<file path="config.mk">
export PLATFORM = sky130hd
export DESIGN_NAME = psr_top
export DESIGN_NICKNAME = d
export VERILOG_FILES = /design/src/core/psr_pkg.sv /design/src/core/psr_qualify.sv /design/src/core/psr_top.sv
export SDC_FILE = /design/constraint.sdc
export NUM_CORES = 1
export LEC_CHECK = 0
export BUFFER_PORTS_ARGS = -buffer_cell sky130_fd_sc_hd__buf_2
export CELL_PAD_IN_SITES_DETAIL_PLACEMENT = 0
export CELL_PAD_IN_SITES_GLOBAL_PLACEMENT = 1
export CORE_MARGIN = 2
export CORE_UTILIZATION = 40
export DETAILED_ROUTE_END_ITERATION = 12
export PLACE_DENSITY_LB_ADDON = 0.1
export SKIP_CTS_REPAIR_TIMING = 1
export SLEW_MARGIN = 20
export SYNTH_ARGS = -nofsm -noshare
export SYNTH_HDL_FRONTEND = slang
export SYNTH_SLANG_ARGS = --single-unit
</file>
<file path="constraint.sdc">
create_clock -name ref_clk -period 3.9 [get_ports ref_clk]
set_input_delay 0.195 -clock ref_clk [delete_from_list [all_inputs] [get_ports ref_clk]]
set_output_delay 0.195 -clock ref_clk [all_outputs]
set_load 0.05 [all_outputs]
</file>
<file path="src/core/psr_pkg.sv">
// package for the power sense and reset output block
// assumes a single 40 MHz ref_clk domain and an AXI4-Lite register port
package psr_pkg;
  // =====================================================================
  // timing
  localparam int unsigned CLK_MHZ = 40; // ref_clk rate
  localparam int unsigned ASSERT_DELAY_NS = 5000; // about 5 us from event to pin low
  localparam int unsigned ASSERT_DELAY_CYC = (ASSERT_DELAY_NS * CLK_MHZ) / 1000;
  localparam int unsigned MIN_PULSE_NS = 2000000; // least low time of a reset pin
  localparam int unsigned MIN_PULSE_CYC = (MIN_PULSE_NS * CLK_MHZ + 999) / 1000;
  localparam int unsigned PG_MIN_LOW_CYC = 40; // default low qualification count
  localparam int unsigned PG_MIN_HIGH_CYC = 40; // default high qualification count
  localparam int unsigned PARK_TIMEOUT_CYC = 4000; // give up waiting on park done
  // =====================================================================
  // register offsets (byte addresses)
  localparam logic [7:0] CTRL_OFS = 8'h00;
  localparam logic [7:0] CMD_OFS = 8'h04;
  localparam logic [7:0] STATUS_OFS = 8'h08;
  localparam logic [7:0] INT_STAT_OFS = 8'h0C;
  localparam logic [7:0] INT_MASK_OFS = 8'h10;
  // =====================================================================
  // field positions and reset values
  localparam int unsigned CTRL_GEN_FORCE = 0; // drive general reset low
  localparam int unsigned CTRL_MTR_FORCE = 1; // drive motor reset low
  localparam int unsigned CTRL_MTR_AUTO = 2; // motor follows power loss/internal reset
  localparam int unsigned CTRL_MTR_LAMP_DIS = 3; // lamp strike leaves motor alone
  localparam logic [3:0] CTRL_RESET = 4'h4;
  localparam int unsigned CMD_GEN_REL = 0; // write 1: release general reset
  localparam int unsigned CMD_MTR_REL = 1; // write 1: release motor reset
  localparam int unsigned CMD_SOFT_RST = 2; // write 1: internal reset event
  localparam int unsigned INT_PG_LOSS = 0;
  localparam int unsigned INT_PG_GOOD = 1;
  localparam int unsigned INT_GEN_LOW = 2;
  localparam int unsigned INT_MTR_LOW = 3;
  localparam logic [3:0] INT_MASK_RESET = 4'h0;
  localparam logic [1:0] RESP_OKAY = 2'h0;
  localparam logic [1:0] RESP_SLVERR = 2'h2;
  // power loss sequence states
  typedef enum logic [1:0] {
    PSR_IDLE = 2'b00,
    PSR_PARK = 2'b01,
    PSR_HOLD = 2'b10
  } psr_state_e;
endpackage : psr_pkg

</file>
<file path="src/core/psr_qualify.sv">
// synchroniser and high/low time qualifier for the power good pin
// assumes the pin is asynchronous to ref_clk
`timescale 1ns/100ps
`default_nettype none
module psr_qualify
#(
  parameter int unsigned MIN_LOW = 40,
  parameter int unsigned MIN_HIGH = 40
)
(
  // clock and reset
  input wire logic ref_clk,
  input wire logic rst,
  // pin and qualified level
  input wire logic pin_in,
  output logic level_q,
  output logic fall_pulse,
  output logic rise_pulse
);
  localparam int unsigned CW = $clog2((MIN_LOW > MIN_HIGH ? MIN_LOW : MIN_HIGH) + 1);
  logic sync1_q; // first stage, read only by sync2_q
  logic sync2_q; // second stage, safe to use
  logic [CW-1:0] cnt_q; // cycles the pin has differed from level_q
  logic last; // this cycle completes the qualification time
  // =====================================================================
  // two-flop synchroniser
  always_ff @(posedge ref_clk or posedge rst)
  begin
    if (rst)
    begin
      sync1_q <= 1'b0;
      sync2_q <= 1'b0;
    end
    else
    begin
      sync1_q <= pin_in;
      sync2_q <= sync1_q;
    end
  end
  // compare against the limit of the direction being qualified
  assign last = sync2_q ? (cnt_q == CW'(MIN_HIGH - 1)) : (cnt_q == CW'(MIN_LOW - 1));
  // =====================================================================
  // qualification counter: any bounce back restarts it
  always_ff @(posedge ref_clk or posedge rst)
  begin
    if (rst)
    begin
      cnt_q <= '0;
      level_q <= 1'b0; // power good counts as inactive until qualified
    end
    else if (sync2_q == level_q)
    begin
      cnt_q <= '0; // short pulse ignored as glitch
    end
    else if (last)
    begin
      cnt_q <= '0;
      level_q <= sync2_q; // stayed put for the full time
    end
    else
    begin
      cnt_q <= cnt_q + 1'b1;
    end
  end
  assign fall_pulse = level_q & ~sync2_q & last;
  assign rise_pulse = ~level_q & sync2_q & last;
endmodule : psr_qualify
`default_nettype wire

</file>
<file path="src/core/psr_top.sv">
// power sense sequencing and the two active-low reset outputs
// assumes power_on_sense and power_good_warning come from an outside monitor,
// lamp strike and park done come from logic on ref_clk
// Contract
// - both resets low while power-on sense low
// - after sense rises, software releases each reset
// - general reset low 5 us after event
// - each reset stays low at least 2 ms
// - software bit forces each reset independently
// - motor reset follows events when enabled
// - software bit keeps lamp strike off motor
// - qualified power loss: park, then controller reset
// - short power-good low pulses are ignored
// - controller held in reset while power-good low (held only in PSR_HOLD, after a qualified loss and the park)
// - power-good active only after stable high time
//
// Local design decisions: the AXI4-Lite slave port and the placing of the registers.
`timescale 1ns/100ps
`default_nettype none
module psr_top
#(
  parameter int unsigned MIN_PULSE_CYC = psr_pkg::MIN_PULSE_CYC,
  parameter int unsigned PG_MIN_LOW = psr_pkg::PG_MIN_LOW_CYC,
  parameter int unsigned PG_MIN_HIGH = psr_pkg::PG_MIN_HIGH_CYC
)
(
  // clock and reset
  input wire logic ref_clk,
  input wire logic rst,
  // monitor pins
  input wire logic power_on_sense,
  input wire logic power_good_warning,
  // internal reset sources and park handshake
  input wire logic lamp_strike_rst,
  input wire logic mirror_park_done,
  output logic mirror_park_req,
  output logic ctrl_reset_out,
  // reset pins
  output logic general_reset_out_n,
  output logic motor_reset_out_n,
  // interrupt
  output logic irq,
  // axi4-lite write
  input wire logic [7:0] s_axi_awaddr,
  input wire logic s_axi_awvalid,
  output logic s_axi_awready,
  input wire logic [31:0] s_axi_wdata,
  input wire logic [3:0] s_axi_wstrb,
  input wire logic s_axi_wvalid,
  output logic s_axi_wready,
  output logic [1:0] s_axi_bresp,
  output logic s_axi_bvalid,
  input wire logic s_axi_bready,
  // axi4-lite read
  input wire logic [7:0] s_axi_araddr,
  input wire logic s_axi_arvalid,
  output logic s_axi_arready,
  output logic [31:0] s_axi_rdata,
  output logic [1:0] s_axi_rresp,
  output logic s_axi_rvalid,
  input wire logic s_axi_rready
);
  import psr_pkg::*;
  localparam int unsigned SW = $clog2(MIN_PULSE_CYC + 1);
  localparam int unsigned PW = $clog2(PARK_TIMEOUT_CYC + 1);
  // =====================================================================
  // declarations
  logic pos_s1_q; // sense sync stage 1, read only by pos_s2_q
  logic pos_s2_q; // synchronised power-on sense
  logic pg_q; // qualified power good
  logic pg_fall, pg_rise; // qualified loss and return, one cycle each
  psr_state_e state_q; // power loss sequence
  logic [PW-1:0] park_cnt_q; // park wait timer
  logic [3:0] ctrl_q, int_stat_q, int_mask_q; // control, sticky events, interrupt enables
  logic [2:0] cmd; // write-one command pulses
  logic [1:0] ch_evt, ch_force, ch_low, ch_hold; // per channel: event, force, low, held
  logic [1:0] ch_low_d1_q; // for assertion edge detection
  logic soft_evt; // internal reset from software
  logic aw_full_q, w_full_q; // write address, write data captured
  logic [7:0] aw_addr_q;
  logic [31:0] w_data_q;
  logic [3:0] w_strb_q;
  logic do_write, wr_hit; // both halves in with response slot free; address maps
  logic [31:0] rd_mux; // read data before the register
  logic rd_hit; // read address maps to a register
  // =====================================================================
  // power-on sense synchroniser
  always_ff @(posedge ref_clk or posedge rst)
  begin
    if (rst)
    begin
      pos_s1_q <= 1'b0;
      pos_s2_q <= 1'b0;
    end
    else
    begin
      pos_s1_q <= power_on_sense;
      pos_s2_q <= pos_s1_q;
    end
  end
  // power good deglitch and qualification
  psr_qualify #(
    .MIN_LOW(PG_MIN_LOW),
    .MIN_HIGH(PG_MIN_HIGH)
  ) u_pg_qual (
    .ref_clk(ref_clk),
    .rst(rst),
    .pin_in(power_good_warning),
    .level_q(pg_q),
    .fall_pulse(pg_fall),
    .rise_pulse(pg_rise)
  );
  // =====================================================================
  // power loss sequence: park the mirrors, then reset the controller
  always_ff @(posedge ref_clk or posedge rst)
  begin
    if (rst)
    begin
      state_q <= PSR_IDLE;
      park_cnt_q <= '0;
      mirror_park_req <= 1'b0;
      ctrl_reset_out <= 1'b0;
    end
    else
    begin
      mirror_park_req <= (state_q == PSR_PARK);
      ctrl_reset_out <= (state_q == PSR_HOLD);
      park_cnt_q <= (state_q == PSR_PARK) ? park_cnt_q + 1'b1 : '0;
      // a stuck park must not keep the controller out of reset
      unique case (state_q)
        PSR_IDLE:
          if (pg_fall)
            state_q <= PSR_PARK; // park comes first
        PSR_PARK:
          if (mirror_park_done || park_cnt_q == PW'(PARK_TIMEOUT_CYC - 1))
            state_q <= PSR_HOLD; // then the full reset
        PSR_HOLD:
          if (pg_q)
            state_q <= PSR_IDLE; // held until power good requalifies
      endcase
    end
  end
  // =====================================================================
  // event routing to the two reset channels
  assign soft_evt = cmd[CMD_SOFT_RST];
  assign ch_evt[0] = pg_fall | soft_evt | lamp_strike_rst;
  // motor: only when enabled, lamp strike maskable
  assign ch_evt[1] = ctrl_q[CTRL_MTR_AUTO]
    & (pg_fall | soft_evt | (lamp_strike_rst & ~ctrl_q[CTRL_MTR_LAMP_DIS]));
  assign ch_force[0] = ctrl_q[CTRL_GEN_FORCE];
  assign ch_force[1] = ctrl_q[CTRL_MTR_FORCE];
  // =====================================================================
  // per-channel reset generation
  generate
    for (genvar gi = 0; gi < 2; gi++)
    begin : g_ch
      logic hold_q; // waiting for software release
      logic dly_act_q; // delay to assertion running
      logic [7:0] dly_cnt_q;
      logic fire, src; // delay expired this cycle; something wants the pin low now
      logic [SW-1:0] str_cnt_q; // stretch to the least low time
      logic out_n_q; // pin value
      // held from sense low until software release; sense low wins
      always_ff @(posedge ref_clk or posedge rst)
      begin
        if (rst)
          hold_q <= 1'b1;
        else if (!pos_s2_q)
          hold_q <= 1'b1;
        else if (cmd[gi])
          hold_q <= 1'b0; // released only by software
      end
      // roughly 5 us from event to assertion; events inside merge
      always_ff @(posedge ref_clk or posedge rst)
      begin
        if (rst)
        begin
          dly_act_q <= 1'b0;
          dly_cnt_q <= '0;
        end
        else
        begin
          dly_act_q <= dly_act_q ? ~fire : ch_evt[gi];
          dly_cnt_q <= dly_act_q ? dly_cnt_q + 1'b1 : '0;
        end
      end
      assign fire = dly_act_q && dly_cnt_q == 8'(ASSERT_DELAY_CYC - 1);
      assign src = hold_q | ~pos_s2_q | ch_force[gi] | fire;
      // pulse stretch: every cause keeps the pin low the least time
      always_ff @(posedge ref_clk or posedge rst)
      begin
        if (rst)
        begin
          str_cnt_q <= '0;
          out_n_q <= 1'b0;
        end
        else
        begin
          str_cnt_q <= src ? SW'(MIN_PULSE_CYC - 1) : str_cnt_q - SW'(str_cnt_q != '0);
          out_n_q <= ~(src | (str_cnt_q != '0));
        end
      end
      assign ch_low[gi] = ~out_n_q;
      assign ch_hold[gi] = hold_q;
    end
  endgenerate
  assign general_reset_out_n = ~ch_low[0];
  assign motor_reset_out_n = ~ch_low[1];
  // =====================================================================
  // interrupt status: set wins over a same-cycle clear
  always_ff @(posedge ref_clk or posedge rst)
  begin
    if (rst)
    begin
      ch_low_d1_q <= 2'h3;
      int_stat_q <= 4'h0;
    end
    else
    begin
      ch_low_d1_q <= ch_low;
      if (do_write && aw_addr_q == INT_STAT_OFS && w_strb_q[0])
        int_stat_q <= (int_stat_q & ~w_data_q[3:0]) | {ch_low & ~ch_low_d1_q, pg_rise, pg_fall};
      else
        int_stat_q <= int_stat_q | {ch_low & ~ch_low_d1_q, pg_rise, pg_fall};
    end
  end
  // level interrupt while any enabled bit is set
  assign irq = |(int_stat_q & int_mask_q);
  // =====================================================================
  // axi4-lite write channel
  assign s_axi_awready = ~aw_full_q;
  assign s_axi_wready = ~w_full_q;
  assign do_write = aw_full_q & w_full_q & ~s_axi_bvalid;
  assign wr_hit = aw_addr_q == CTRL_OFS || aw_addr_q == CMD_OFS
    || aw_addr_q == INT_STAT_OFS || aw_addr_q == INT_MASK_OFS;
  // capture address and data in either order
  always_ff @(posedge ref_clk or posedge rst)
  begin
    if (rst)
    begin
      aw_full_q <= 1'b0;
      w_full_q <= 1'b0;
      aw_addr_q <= '0;
      w_data_q <= '0;
      w_strb_q <= '0;
    end
    else
    begin
      if (s_axi_awvalid && !aw_full_q)
      begin
        aw_full_q <= 1'b1;
        aw_addr_q <= {s_axi_awaddr[7:2], 2'b00};
      end
      else if (do_write)
        aw_full_q <= 1'b0;
      if (s_axi_wvalid && !w_full_q)
      begin
        w_full_q <= 1'b1;
        w_data_q <= s_axi_wdata;
        w_strb_q <= s_axi_wstrb;
      end
      else if (do_write)
        w_full_q <= 1'b0;
    end
  end
  // write response, held until the master takes it
  always_ff @(posedge ref_clk or posedge rst)
  begin
    if (rst)
    begin
      s_axi_bvalid <= 1'b0;
      s_axi_bresp <= RESP_OKAY;
    end
    else if (do_write)
    begin
      s_axi_bvalid <= 1'b1;
      s_axi_bresp <= wr_hit ? RESP_OKAY : RESP_SLVERR;
    end
    else if (s_axi_bready)
      s_axi_bvalid <= 1'b0;
  end
  // command pulses: one cycle, only byte 0 counts
  assign cmd = (do_write && aw_addr_q == CMD_OFS && w_strb_q[0]) ? w_data_q[2:0] : 3'h0;
  // control and mask registers
  always_ff @(posedge ref_clk or posedge rst)
  begin
    if (rst)
    begin
      ctrl_q <= CTRL_RESET;
      int_mask_q <= INT_MASK_RESET;
    end
    else if (do_write && w_strb_q[0])
    begin
      if (aw_addr_q == CTRL_OFS)
        ctrl_q <= w_data_q[3:0];
      if (aw_addr_q == INT_MASK_OFS)
        int_mask_q <= w_data_q[3:0];
    end
  end
  // =====================================================================
  // axi4-lite read channel
  assign s_axi_arready = ~s_axi_rvalid;
  // read mux; unused bits read zero
  always_comb
  begin
    rd_mux = 32'h0000_0000;
    rd_hit = 1'b1;
    unique case ({s_axi_araddr[7:2], 2'b00})
      CTRL_OFS: rd_mux[3:0] = ctrl_q;
      CMD_OFS: rd_mux = 32'h0000_0000; // commands read back as zero
      STATUS_OFS: rd_mux[7:0] = {state_q, ch_hold, ch_low, pg_q, pos_s2_q};
      INT_STAT_OFS: rd_mux[3:0] = int_stat_q;
      INT_MASK_OFS: rd_mux[3:0] = int_mask_q;
      default: rd_hit = 1'b0;
    endcase
  end
  // read data registered, held until taken
  always_ff @(posedge ref_clk or posedge rst)
  begin
    if (rst)
    begin
      s_axi_rvalid <= 1'b0;
      s_axi_rdata <= 32'h0000_0000;
      s_axi_rresp <= RESP_OKAY;
    end
    else if (s_axi_arvalid && !s_axi_rvalid)
    begin
      s_axi_rvalid <= 1'b1;
      s_axi_rdata <= rd_mux;
      s_axi_rresp <= rd_hit ? RESP_OKAY : RESP_SLVERR;
    end
    else if (s_axi_rready)
      s_axi_rvalid <= 1'b0;
  end
endmodule : psr_top
`default_nettype wire

</file>
Word-level counts from Yosys, hierarchy flattened

Index checks and enable logic that the tools add are counted.

Multiplexer cells: 31
Equal/unequal tests: 19
Reduce and logical (&&, ||, !) cells: 32
Bitwise operators: 41
$add $sub $neg: 6

Operator list:

| cell                                                                   | count |
|---|---|
| 17-bit 2-to-1 mux                                                      | 2 |
| 17-bit nonzero test                                                    | 2 |
| 17-bit by 1-bit subtractor with 17-bit output                          | 2 |
| 6-bit by 2-bit equality test with 1-bit output (second input constant) | 3 |
| 8-bit by 1-bit adder with 8-bit output (second input constant)         | 2 |
| 8-bit equality test (second input constant)                            | 2 |
| 8-bit 2-to-1 mux                                                       | 2 |
| 4-bit case mux with 4 select lines                                     | 1 |
| 1-bit NOT                                                              | 15 |
| 1-bit 2-to-1 mux                                                       | 14 |
| 12-bit by 1-bit adder with 12-bit output (second input constant)       | 1 |
| 12-bit equality test (second input constant)                           | 1 |
| 6-bit by 1-bit equality test with 1-bit output (second input constant) | 2 |
| 6-bit by 3-bit equality test with 1-bit output (second input constant) | 2 |
| 12-bit 2-to-1 mux                                                      | 1 |
| 6-bit 2-to-1 mux                                                       | 2 |
| 1-bit OR                                                               | 11 |
| 1-bit logical AND                                                      | 10 |
| 2-bit 2-to-1 mux                                                       | 5 |
| 1-bit AND                                                              | 8 |
| 4-bit AND                                                              | 2 |
| 8-bit logical NOT                                                      | 1 |
| 4-bit 2-to-1 mux                                                       | 2 |
| 2-bit by 1-bit != test with 1-bit output (second input constant)       | 4 |
| 21 further kinds                                                       | 32 |

Register bits after elaboration: 124
Word-level logic and storage cells: 163
Input port bits: 63
Output and inout bits: 46

Depth between registers and ports, before layout

Depth in word-level cells: 9
Depth in mapped cells: 10
Depth with buffers taken out: 9

Cells and area by module

From an unflattened synthesis, not the netlist that was laid out.

Cell total of the unflattened synthesis: 524
Area, all modules: 5790.6 um2

By module, submodules not included:

| module      | area an instance (um2) | cells an instance | times used | seq. area each (um2) |
|---|---|---|---|---|
| psr_top     | 5372.7                 | 488               | 1          | 2834.0 |
| psr_qualify | 417.9                  | 36                | 1          | 225.2 |

Worst setup path before layout

No wires, ideal clock.

Path type: register to register
From: register g_ch[1].str_cnt_q[13]
To: register g_ch[1].str_cnt_q[12]
Period minus slack after synthesis: 2.335 ns
Setup slack: 1.565 ns
Arrival: 2.201 ns
Setup time: 0.134 ns
Buffers on the path: 1
Cell stages (with the launch flop): 10
Data required time: 3.766 ns
Path through: dfrtp_1 or4_1 nor3b_1 nand2_1 ha_1 nor4b_1 clkbuf_1 nand4b_1 xor2_1 nand2_1

Word-level cells in the longest chain between the ends: 3

Ends and longest elaborated chain:

| item                                          | line           | text |
|---|---|---|
| start: declaration                            | psr_top.sv:161 | `logic [SW-1:0] str_cnt_q;` |
| start signal: assignment                      | psr_top.sv:199 | `str_cnt_q <= src ? SW'(MIN_PULSE_CYC - 1) : str_cnt_q - SW'(str_cnt_q != '0);` |
| 17-bit nonzero test                           | psr_top.sv:199 |  |
| 17-bit by 1-bit subtractor with 17-bit output | psr_top.sv:199 |  |
| 17-bit 2-to-1 mux                             | psr_top.sv:199 |  |

No other way between the ends.
A chain may end at the register's enable or synchronous reset.

Final worst setup path

From: register g_ch[1].str_cnt_q[13]
To: register g_ch[1].str_cnt_q[13]

Word-level cells in the longest chain between the ends: 3

Ends and longest elaborated chain:

| item                                            | line |
|---|---|
| 17-bit nonzero test                             | psr_top.sv:199 |
| 17-bit by 1-bit subtractor with 17-bit output * | psr_top.sv:199 |
| 17-bit 2-to-1 mux *                             | psr_top.sv:199 |

Mark *: on every way between the ends. The rest lies on a longest branch, timed or not.

==> flow_metrics.tcl <==
set metrics [dict create \
    synth_edf_count 0 \
    clk_latency_ns 0.41 \
    antenna_found_initial 0 \
    crit_fanout 12 \
    max-slew-margin-rel_pct 36.2 \
    dp_slack_ns 1.31 \
    core_um2 14000 \
    synth_area_um2 5790 \
    worst_setup_path_start_kind "register" \
    ys_seq_area_share_pct 52.8 \
    regToRegEndpoint "g_ch[1].str_cnt_q[13]" \
    critPathTopFamily "simple AND/OR/NAND/NOR gates" \
    dp.final_hpwl_um 7960 \
    yosys_warnings 0 \
    htree_num_levels 4 \
    final_max_slew_viol_count 0 \
    start_util_pct 41.4 \
    reg2reg_slack_ns 1.29 \
    p_leak_uw 0.00291 \
    crit_chain "or4_1, nor3b_1, nand2_1, ha_1, nor4b_1, buf_4, nand4_1, xor2_1, nand2_1" \
    cts_tree "built" \
    p_switching_uw 1080 \
    layout-drive-gt1-share_pct 18.5 \
    vias_per_cell 4.96 \
    drc 0 \
    clk_pin_slew_ns 0.05 \
    worst-path-buf-inv 1 \
    worstMarginPinSlew_ns 0.957 \
    clockRootBuffer "clkbuf_16" \
    crit_top_cell "nand2_1" \
    die_y_um 124 \
    gp_congestion 0.778 \
    drtIter0Drc 221 \
    async_flop_share_pct 100 \
    crit_start "g_ch[1].str_cnt_q[13]" \
    p_clk_share_pct 38.0 \
    grt_pass1_wl_um 19300 \
    hold_viol 51 \
    p_total_uw 3650 \
    fillCellCount 1304 \
    fin_tns_setup_ns 0 \
    intPower_uw 2570 \
    placed_area_um2 6150 \
    cp_slowest_stage_delay_ns 0.57 \
    fp.dieW_um 124 \
    powerDensity_nw_per_um2 543 \
    portBuffers 47 \
    synth_area_per_cell_um2 11.0 \
    fmax_mhz 384 \
    vdd_drop_max_mv 0.452 \
    critPathKind "reg -> reg" \
    area_delta_synth_final_pct 16.2 \
    post-route-period-util_pct 66.8 \
    wl_per_cell_um 14.4 \
    clock_path_buffers 2 \
    cap_violations 0 \
    ant_nets 0 \
    cpMaxStageDelayCell "or4_1" \
    worst_slack_ns 1.29 \
    regToRegStartpoint "g_ch[1].str_cnt_q[13]" \
    numCtsBuffers 17 \
    nets 667 \
    end_kind "register" \
    synth_cell_types 53 \
    grt_start_max_net_pins 69 \
    dr.pass1.iters 4 \
    clock_skew_ns 0.00592 \
    period_needed_ns 2.61 \
    grt_pass1_vias 3910 \
    ys_seq_elements 122 \
    status "complete, but fails checks" \
    grt.overflow.total 0 \
    cp.required_ns 4.15 \
    ys.flop_type "dfrtp_1" \
    num_vias 3889 \
    finalSetupViolCount 0 \
    design_area_um2 6730 \
    swShare_pct 29.7 \
    diodes 0 \
    ioPinCount 109 \
    hold_path_class "in -> async" \
    die_area_um2 15500 \
    rr_worst_depth 9 \
    power_frac_seq_pct 43.2 \
    postSynthCellCount 526 \
    violations "hold timing" \
    grt_usage_pct 15.5 \
    worstPathArrival_ns 2.85 \
    fp-row-count 43 \
    cts_sinks 122 \
    hold_ws_ns -0.0441 \
    wl_um 11300 \
    comb_power_share_pct 18.8 \
    grt_setup_unrepaired "false" \
]
placed cells by master (no fill, tap or decap), types with 13 or more instances in the layout:
| cell | instances |
|---|---|
| nor2_1 | 31 |
| xor2_1 | 25 |
| nor2b_1 | 13 |
| buf_2 | 47 |
| inv_1 | 15 |
| mux2_2 | 16 |
| nand3_1 | 16 |
| nor3_1 | 13 |
| clkbuf_16 | 17 |
| nand4_1 | 13 |
| dfrtp_1 | 117 |
| xnor2_1 | 25 |
| conb_1 | 26 |
| and2_1 | 26 |
| ha_1 | 13 |
| nand2_1 | 48 |
power by group through the flow:
stage / combinational [uW] / sequential, uW / clock, uW
after floorplan: 495 / 1640 / 0
after global placement: 676 / 1600 / 0
after detailed placement: 691 / 1600 / 0
after CTS: 694 / 1580 / 1430
after global routing: 751 / 1610 / 1500
final: 685 / 1580 / 1390
metrics by stage:
stage          hold slack (ns)  instances  utilization (%)
3_5_place_dp             0.308        747             44.0
2_1_floorplan            0.226        551                -
3_3_place_gp             0.304        747             44.0
4_1_cts                 -0.124        779             47.7
6_report               -0.0441        784             48.1
5_1_grt                0.00240        784             48.1
registers in the layout, indices dropped and copies added, names as in the netlist, 4 cells and up:
signal           cells
g_ch.str_cnt_q      34
g_ch.dly_cnt_q      16
park_cnt_q          12
s_axi_rdata          8
aw_addr_q            6
u_pg_qual.cnt_q      6
ctrl_q               4
int_mask_q           4
int_stat_q           4
w_data_q             4
cell families after synthesis:
kind of cell	synth area share, %
simple gates	21.0
flops	52.8
compound gates	6.15
xor+xnor	7.56
buf+inv	4.92
mux	4.66
fa+ha+maj	2.81
other cells	0.0647
cell type report:
| type | count | area, um2 | share of cell area (%) |
|---|---|---|---|
| repair buffers | 55 | 308 | 4.57 |
| inverters | 16 | 62.6 | 0.930 |
| multi-input cells | 379 | 2550 | 37.9 |
| clock inverters | 3 | 15.0 | 0.223 |
| clock buffers | 29 | 510 | 7.59 |
| flip-flops and latches | 122 | 3060 | 45.5 |
| well taps | 180 | 225 | 3.35 |
layer usage:
metal  global-route usage [%]  up-vias  wire [um]
li1                         -     1914          -
met1                     20.5     1873       5470
met2                     23.8       83       5190
met3                     4.17       19        421
met4                     7.34        0        196
met5                        0        -          0
worst max-delay path by stage:
stage	endpoint	cells past startpoint
2_1_floorplan	aw_addr_q[2]	1
3_3_place_gp	g_ch[1].str_cnt_q[13]	9
3_5_place_dp	g_ch[1].str_cnt_q[13]	9
4_1_cts	g_ch[1].str_cnt_q[13]	9
5_1_grt	g_ch[1].str_cnt_q[13]	9
6_report	g_ch[1].str_cnt_q[13]	9
Yosys cell counts (4+ instances only):
cell type,count,area share [%]
a22o_1,9,1.4
ha_1,13,2.8
nand2b_1,4,0.43
nor4_1,10,1.1
nor2_1,31,2.0
and2_1,26,2.8
or4_1,4,0.52
a21oi_1,8,0.69
nor3_1,13,1.1
dfstp_2,5,2.3
o21ai_0,12,1.0
mux2_4,4,1.0
dfrtp_1,117,51
buf_4,26,3.4
xnor2_1,25,3.8
nand2_1,48,3.1
xor2_1,25,3.8
clkbuf_1,8,0.52
nand4b_1,4,0.60
mux2_2,16,3.1
nor2b_1,13,1.4
and3_1,8,0.86
a31oi_1,4,0.43
nand3_1,16,1.4
nand4_1,13,1.4
inv_1,16,1.0
nor3b_1,4,0.52
Note: power is estimated with default switching activity, not from simulation.
